File: src/dual_timer_cfg.svh
`ifndef DUAL_TIMER_CFG_SVH
`define DUAL_TIMER_CFG_SVH
// register offsets inside one counter's window
`define OFS_LOAD 5'h00
`define OFS_VALUE 5'h04
`define OFS_CONTROL 5'h08
`define OFS_INTCLR 5'h0c
`define OFS_RIS 5'h10
`define OFS_MIS 5'h14
`define OFS_BGLOAD 5'h18
// address bit that selects the second counter
`define TMR_SEL_BIT 5
// control bit positions
`define CTL_ONESHOT 0
`define CTL_SIZE32 1
`define CTL_PRE_LO 2
`define CTL_PRE_HI 3
`define CTL_IE 5
`define CTL_PERIODIC 6
`define CTL_EN 7
// prescale selections
`define PRE_DIV1 2'h0
`define PRE_DIV16 2'h1
`define PRE_DIV256 2'h2
// reset values
`define CTL_RST 8'h20
`define LOAD_RST 32'h00000000
`define VALUE_RST 32'hffffffff
// bus responses
`define RESP_OKAY 2'h0
`define RESP_SLVERR 2'h2
`endif

File: src/dual_timer_pkg.sv
package dual_timer_pkg;
   // address and data types
   typedef logic [11:0] addr_t;
   typedef logic [31:0] word_t;
   // write channel states
   typedef enum logic [1:0] {WS_COLLECT = 2'b00, WS_RESP = 2'b01} wr_state_e;
   // read channel states
   typedef enum logic {RS_IDLE = 1'b0, RS_DATA = 1'b1} rd_state_e;
   // one down counter with its registers
   typedef struct packed {
      word_t load;
      word_t pend_val;
      logic pend;
      word_t count;
      logic [7:0] ctrl;
      logic raw;
      logic stopped;
      logic [7:0] pre;
   } down_counter_unit_s;
   // whole block state
   typedef struct packed {
      down_counter_unit_s [1:0] unit;
      wr_state_e ws;
      logic aw_full;
      addr_t aw_addr;
      logic w_full;
      word_t w_data;
      logic [3:0] w_strb;
      logic [1:0] bresp;
      rd_state_e rs;
      word_t rdata;
      logic [1:0] rresp;
   } state_s;
endpackage

File: src/dual_down_counter_timer.sv
// The implementer's own choices: register access over AXI4-Lite and the register offsets.
`timescale 1ns/100ps
`include "dual_timer_cfg.svh"
module dual_down_counter_timer
(
   // clock and reset
   input wire logic SYS_CLK_I,
   input wire logic NRST_I,
   // write address channel
   input wire dual_timer_pkg::addr_t AWADDR_I,
   input wire logic AWVALID_I,
   output logic AWREADY_O,
   // write data channel
   input wire dual_timer_pkg::word_t WDATA_I,
   input wire logic [3:0] WSTRB_I,
   input wire logic WVALID_I,
   output logic WREADY_O,
   // write response channel
   output logic [1:0] BRESP_O,
   output logic BVALID_O,
   input wire logic BREADY_I,
   // read address channel
   input wire dual_timer_pkg::addr_t ARADDR_I,
   input wire logic ARVALID_I,
   output logic ARREADY_O,
   // read data channel
   output dual_timer_pkg::word_t RDATA_O,
   output logic [1:0] RRESP_O,
   output logic RVALID_O,
   input wire logic RREADY_I,
   // tick qualifiers, same-clock logic
   input wire logic COUNTER1_TICK_QUALIFIER_I,
   input wire logic COUNTER2_TICK_QUALIFIER_I,
   // interrupts
   output logic COUNTER1_IRQ_O,
   output logic COUNTER2_IRQ_O,
   output logic COMBINED_TIMER_IRQ_O
);
   import dual_timer_pkg::*;

   state_s q; // registered state
   state_s d; // next state
   logic [1:0] qual; // tick qualifier per counter
   logic [1:0] step; // counter decrements or takes its zero event this edge
   logic [1:0] borrow; // decrement passes zero this edge
   logic [1:0][32:0] dec; // decremented count per counter, borrow on top
   logic commit; // buffered write performed now
   logic wsel; // counter addressed by the write
   logic [4:0] woff; // register offset of the write
   logic wmap; // write address is mapped
   logic [1:0] irq; // masked interrupts

   // byte-lane merge of write data
   function automatic word_t merge(input word_t old, input word_t nw, input logic [3:0] s);
      word_t r;
      r = old;
      for (int b = 0; b < 4; b++)
      begin
         if (s[b])
         begin
            r[b*8 +: 8] = nw[b*8 +: 8];
         end
      end
      return r;
   endfunction

   // one decrement; top bit is the borrow out of the counting width
   function automatic logic [32:0] dec_step(input word_t c, input logic wide);
      logic [32:0] f;
      logic [16:0] h;
      f = {1'b0, c} - 33'h1;
      h = {1'b0, c[15:0]} - 17'h1;
      if (wide)
      begin
         return f;
      end
      return {h[16], c[31:16], h[15:0]};
   endfunction

   // prescaler terminal count for the selected ratio
   function automatic logic pre_hit(input logic [7:0] p, input logic [1:0] sel);
      case (sel)
         `PRE_DIV16: return p[3:0] == 4'hf;
         `PRE_DIV256: return p == 8'hff;
         default: return 1'b1;
      endcase
   endfunction

   // offset is one of the seven registers and the window is in range
   function automatic logic reg_ok(input addr_t a);
      logic r;
      r = 1'b0;
      if (a[11:6] == 6'h00)
      begin
         case (a[4:0])
            `OFS_LOAD, `OFS_VALUE, `OFS_CONTROL, `OFS_INTCLR,
            `OFS_RIS, `OFS_MIS, `OFS_BGLOAD: r = 1'b1;
            default: r = 1'b0;
         endcase
      end
      return r;
   endfunction

   // read mux over one counter's registers
   function automatic word_t rd_mux(input down_counter_unit_s u, input logic [4:0] o);
      case (o)
         `OFS_LOAD, `OFS_BGLOAD: return u.load;
         `OFS_VALUE: return u.count;
         `OFS_CONTROL: return {24'h000000, u.ctrl};
         `OFS_RIS: return {31'h00000000, u.raw};
         `OFS_MIS: return {31'h00000000, u.raw & u.ctrl[`CTL_IE]};
         default: return 32'h00000000;
      endcase
   endfunction

   assign qual = {COUNTER2_TICK_QUALIFIER_I, COUNTER1_TICK_QUALIFIER_I};
   assign commit = (q.ws == WS_COLLECT) && q.aw_full && q.w_full;
   assign wsel = q.aw_addr[`TMR_SEL_BIT];
   assign woff = q.aw_addr[4:0];
   assign wmap = reg_ok(q.aw_addr);

   // per-counter decrement condition and borrow
   always_comb
   begin
      for (int i = 0; i < 2; i++)
      begin
         step[i] = qual[i] && !q.unit[i].pend && q.unit[i].ctrl[`CTL_EN]
                   && pre_hit(q.unit[i].pre, q.unit[i].ctrl[`CTL_PRE_HI:`CTL_PRE_LO])
                   && !q.unit[i].stopped;
         dec[i] = dec_step(q.unit[i].count, q.unit[i].ctrl[`CTL_SIZE32]);
         borrow[i] = dec[i][32];
      end
   end

   // next state: bus channels, counters, register writes
   always_comb
   begin
      word_t nv;
      nv = 32'h00000000;
      d = q;
      // collect address and data in either order
      if (q.ws == WS_COLLECT)
      begin
         if (AWVALID_I && !q.aw_full)
         begin
            d.aw_full = 1'b1;
            d.aw_addr = AWADDR_I;
         end
         if (WVALID_I && !q.w_full)
         begin
            d.w_full = 1'b1;
            d.w_data = WDATA_I;
            d.w_strb = WSTRB_I;
         end
      end
      // response handshake
      if (q.ws == WS_RESP && BREADY_I)
      begin
         d.ws = WS_COLLECT;
      end
      // both halves held: perform the write
      if (commit)
      begin
         d.ws = WS_RESP;
         d.aw_full = 1'b0;
         d.w_full = 1'b0;
         d.bresp = wmap ? `RESP_OKAY : `RESP_SLVERR;
      end
      // counters
      for (int i = 0; i < 2; i++)
      begin
         // clear first so a same-edge zero wins
         if (commit && wmap && wsel == i[0] && woff == `OFS_INTCLR)
         begin
            d.unit[i].raw = 1'b0;
         end
         // qualified edge
         if (qual[i])
         begin
            if (q.unit[i].pend)
            begin
               d.unit[i].count = q.unit[i].pend_val;
               d.unit[i].pend = 1'b0;
               d.unit[i].pre = 8'h00;
            end
            else if (q.unit[i].ctrl[`CTL_EN])
            begin
               d.unit[i].pre = q.unit[i].pre + 8'h01;
            end
         end
         // decrement or zero event
         if (step[i])
         begin
            if (borrow[i])
            begin
               d.unit[i].raw = 1'b1;
               if (q.unit[i].ctrl[`CTL_ONESHOT])
               begin
                  d.unit[i].stopped = 1'b1;
               end
               else if (q.unit[i].ctrl[`CTL_PERIODIC])
               begin
                  d.unit[i].count = q.unit[i].load;
               end
               else
               begin
                  d.unit[i].count = dec[i][31:0];
               end
            end
            else
            begin
               d.unit[i].count = dec[i][31:0];
            end
         end
         // register writes after the count update
         if (commit && wmap && wsel == i[0])
         begin
            case (woff)
               `OFS_LOAD:
               begin
                  nv = merge(q.unit[i].load, q.w_data, q.w_strb);
                  d.unit[i].load = nv;
                  d.unit[i].pend_val = nv;
                  d.unit[i].pend = 1'b1;
                  d.unit[i].stopped = 1'b0;
               end
               `OFS_BGLOAD:
               begin
                  d.unit[i].load = merge(q.unit[i].load, q.w_data, q.w_strb);
               end
               `OFS_CONTROL:
               begin
                  nv = merge({24'h000000, q.unit[i].ctrl}, q.w_data, q.w_strb);
                  d.unit[i].ctrl = nv[7:0];
                  if (!nv[`CTL_ONESHOT])
                  begin
                     d.unit[i].stopped = 1'b0;
                  end
               end
               default:
               begin
                  d.unit[i].stopped = d.unit[i].stopped; // read-only or clear slot
               end
            endcase
         end
      end
      // read channel
      case (q.rs)
         RS_IDLE:
         begin
            if (ARVALID_I)
            begin
               d.rs = RS_DATA;
               d.rdata = reg_ok(ARADDR_I) ? rd_mux(q.unit[ARADDR_I[`TMR_SEL_BIT]], ARADDR_I[4:0])
                                          : 32'h00000000;
               d.rresp = reg_ok(ARADDR_I) ? `RESP_OKAY : `RESP_SLVERR;
            end
         end
         RS_DATA:
         begin
            if (RREADY_I)
            begin
               d.rs = RS_IDLE;
            end
         end
         default:
         begin
            d.rs = RS_IDLE;
         end
      endcase
   end

   // state register, synchronous reset
   always_ff @(posedge SYS_CLK_I)
   begin
      if (!NRST_I)
      begin
         q <= '0;
         for (int i = 0; i < 2; i++)
         begin
            q.unit[i].ctrl <= `CTL_RST;
            q.unit[i].load <= `LOAD_RST;
            q.unit[i].count <= `VALUE_RST;
         end
      end
      else
      begin
         q <= d;
      end
   end

   // masked interrupts and bus outputs
   always_comb
   begin
      for (int i = 0; i < 2; i++)
      begin
         irq[i] = q.unit[i].raw & q.unit[i].ctrl[`CTL_IE];
      end
   end
   assign COUNTER1_IRQ_O = irq[0];
   assign COUNTER2_IRQ_O = irq[1];
   assign COMBINED_TIMER_IRQ_O = irq[0] | irq[1];
   assign AWREADY_O = (q.ws == WS_COLLECT) && !q.aw_full;
   assign WREADY_O = (q.ws == WS_COLLECT) && !q.w_full;
   assign BVALID_O = (q.ws == WS_RESP);
   assign BRESP_O = q.bresp;
   assign ARREADY_O = (q.rs == RS_IDLE);
   assign RVALID_O = (q.rs == RS_DATA);
   assign RDATA_O = q.rdata;
   assign RRESP_O = q.rresp;
endmodule // dual_down_counter_timer

File: config.mk
export PLATFORM = sky130hd
export DESIGN_NAME = dual_down_counter_timer
export DESIGN_NICKNAME = d
export VERILOG_FILES = /design/src/dual_timer_pkg.sv /design/src/dual_down_counter_timer.sv
export VERILOG_INCLUDE_DIRS = /design/src
export SDC_FILE = /design/constraint.sdc
export NUM_CORES = 1
export LEC_CHECK = 0
export BUFFER_PORTS_ARGS = -buffer_cell sky130_fd_sc_hd__buf_2
export CAP_MARGIN = 10
export CORE_MARGIN = 2
export CORE_UTILIZATION = 40
export DETAILED_ROUTE_END_ITERATION = 8
export GPL_TIMING_DRIVEN = 0
export PLACE_DENSITY = 0.62
export SLEW_MARGIN = 20
export SYNTH_ARGS = -nofsm -noshare
export SYNTH_HDL_FRONTEND = slang
export SYNTH_SLANG_ARGS = --single-unit
File: constraint.sdc
create_clock -name SYS_CLK_I -period 2.7 [get_ports SYS_CLK_I]
set_clock_uncertainty 0.05 [all_clocks]
set_input_delay 0.675 -clock SYS_CLK_I [delete_from_list [all_inputs] [get_ports SYS_CLK_I]]
set_output_delay 0.675 -clock SYS_CLK_I [all_outputs]
set_load 0.01 [all_outputs]
==> results.toml <==
[run_status]
outcome = "completed"

[cells_and_area]
fin_nets = 2274
drive_above_1_share = 0.133
antenna_cells = 0
fin_cells = 2753
syn_to_final_growth_pct = 16.7
fin_area_sq_um = 19400

[synthesis]
syn_area_sq_um = 16600
synth_enable_flop_cells = 0
yosysWarnings = 0
synthArstFlopShare = 0
synth.distinct_cells = 74
synthTopCellsByArea = "dfxtp_1 (38%), mux2i_1 (12%), nand2_1 (6.0%), a21oi_1 (5.6%), nor2_1 (4.4%)"
yosys-top-cells-count = "dfxtp_1 (316), nand2_1 (267), nor2_1 (194), mux2i_1 (193), a21oi_1 (185)"
ys_seq_area_frac = 0.381
yosysTopAreaCellShare = 0.381
synthFlopType = "dfxtp_1"
synthMostInstantiatedCell = "dfxtp_1"
synth_top_area_cell = "dfxtp_1"
synth_cells = 2038
synth_seq_cells = 316
syn_area_per_cell_sq_um = 8.14

[pwr]
p_sw_frac = 0.251
p_int_uw = 7910
powerDensity_nw_per_um2 = 545
p_leak_uw = 0.00722
net-switching-power_uw = 2650
seqPwrFrac = 0.461
pwr-share-clk = 0.477
ir_drop_mv = 0.425
combPwrFrac = 0.062

[cts]
cts_tree = "yes"
cts_root_buf = "clkbuf_16"
cts-buffers-inserted = 38
cts_sinks = 316
clk_pin_slew_ns = 0.06
clk_latency_ns = 0.57
clk_path_buf_depth = 3
htreeDepth = 2

[drt]
drc = 0
dr.pass1.iters = 6
vias = 16400
antenna_left = 0
post_drt_wl_per_cell_um = 23.9
drtIter0Drc = 1514
via_per_inst = 5.97
drt_wl_total_um = 65800

[sta]
max_slew_margin = 0.300
layout_min_cycle_time_ns = 2.63
hold_viol = 0
layout_setup_ws_ns = 0.0689
fmax_ghz = 0.380
drv_slew = 0
tightest_slew_ns = 1.05
rsz0062_at_grt = "true"
final.period_utilization = 0.974
finalSetupViolCount = 0

[floorplan]
die_h_um = 208
design.die.area_sq_um = 43100
die_x_um = 208
initial_utilization = 0.405
num_io_pins = 113
core_sq_um = 40900
rows = 74

[worst_setup_path]
path_class = "register to register"
worst-path-max-fanout = 9
critPathRequiredTime_ns = 3.09
critical_path_arrival_ns = 3.02
crit_path_end_kind = "register"
crit_path_start_kind = "register"

[placed_design]
place_ws_ns = -1.02
dpl_cell_area_sq_um = 17800
dpl.cell_count = 2679
io_buffers = 107
place.gp.congestion = 0.993
place_hpwl_um = 51200

[global_routing]
grtUsageTotal = 0.298
grt_pass1_vias = 15700
grt_max_degree = 13
grt.overflow.total = 0
antenna_found_initial = 0
grt_pass1_wl_um = 97600

[hold_path]
hp-class = "primary input to register"

[flow_run]
maxCapViolCount = 0
[state kept, by name, indices dropped and copies added, names as in the netlist]
signal    count
q           281
BRESP_O       1
RDATA_O      32
RRESP_O       1
RVALID_O      1
[power groups by stage]
stage               Sequential (uW)  Clock, uW  Combinational (uW)
CTS                            4850       5090                 651
global route                   4860       5290                 710
detailed placement             4950          0                 642
finish                         4860       5040                 659
global placement               4950          0                 627
floorplan                      4890          0                 396
[cell usage in the layout (no fill, tap or decap), types with 12 or more instances in the layout]
master and instances:
dfxtp_1 315, mux2i_1 193, nand3_1 96, o211ai_1 13, xnor2_1 18, o21ai_0 81
a31oi_1 14, a22oi_1 60, o221ai_1 26, o22ai_1 25, nand2_1 265, clkbuf_16 39
buf_4 56, xor2_1 33, clkbuf_1 119, nor3_1 32, a21oi_1 184, nor2_1 191
nor4_1 15, a222oi_1 12, a211oi_1 66, nand2b_1 13, buf_2 117, inv_1 21
[per-stage QoR]
step	util	TNS (ns)	power [uW]	hold WS, ns
detailed placement	0.436	-113.46	5600	0.398
global route	0.473	-0.116	10900	0.249
CTS	0.468	-0.0152	10600	0.230
global placement	0.435	-128.70	5580	0.395
finish	0.473	0	10600	0.242
floorplan	-	0	5290	0.382
[final cells by class]
type / instances / area (sq um)
sequential: 316 / 6330
clock inverter: 9 / 81.3
inverter: 23 / 87.6
multi-input combinational: 1509 / 9500
tap: 532 / 666
buffer: 188 / 917
clock buffer: 55 / 1120
fill: 4111 / 21600
timing repair buffer: 121 / 669
[worst max-delay path, stage by stage, from the launching register on]
cell and delay (ns):
dfxtp_1 0.53, inv_1 0.08, ha_1 0.23, nor3b_4 0.18
nand4_1 0.20, nand2b_1 0.13, clkbuf_1 0.50, nor3_1 0.15
a2111o_1 0.44
[worst paths after layout]
kind                                  to  slack, ns     start  depth (start not counted)
worst min register to register     q[80]       0.40     q[80]                          2
worst min-delay path            RVALID_O       0.24  RREADY_I                          2
worst max register to register    q[223]       0.07    q[222]                          8
worst max-delay path              q[223]       0.07    q[222]                          8
[routing by layer]
metal	vias up	global-route usage	routed length, um
li1	7698	-	-
met1	7850	0.405	28600
met2	746	0.463	28900
met3	141	0.0511	5510
met4	0	0.131	2760
met5	-	0	0
[kinds of logic after synthesis]
kind of cell               share of synthesized area
xor gates and xnor gates                      0.0269
adders and majority gates                    0.00603
muxes                                          0.119
other                                       0.000226
and+or+nand+nor                                0.193
buffers and inverters                         0.0597
DFF                                            0.381
AOI/OAI and AO/OA                              0.214
[timing repair]
item                       in CTS  in global routing
pin swaps                       4                  5
hold buffers                    0                  0
setup endpoints to repair     162                221
setup buffers                   4                  9
resized for setup              30                 31
No activity file was read; power rests on OpenSTA's default activity.
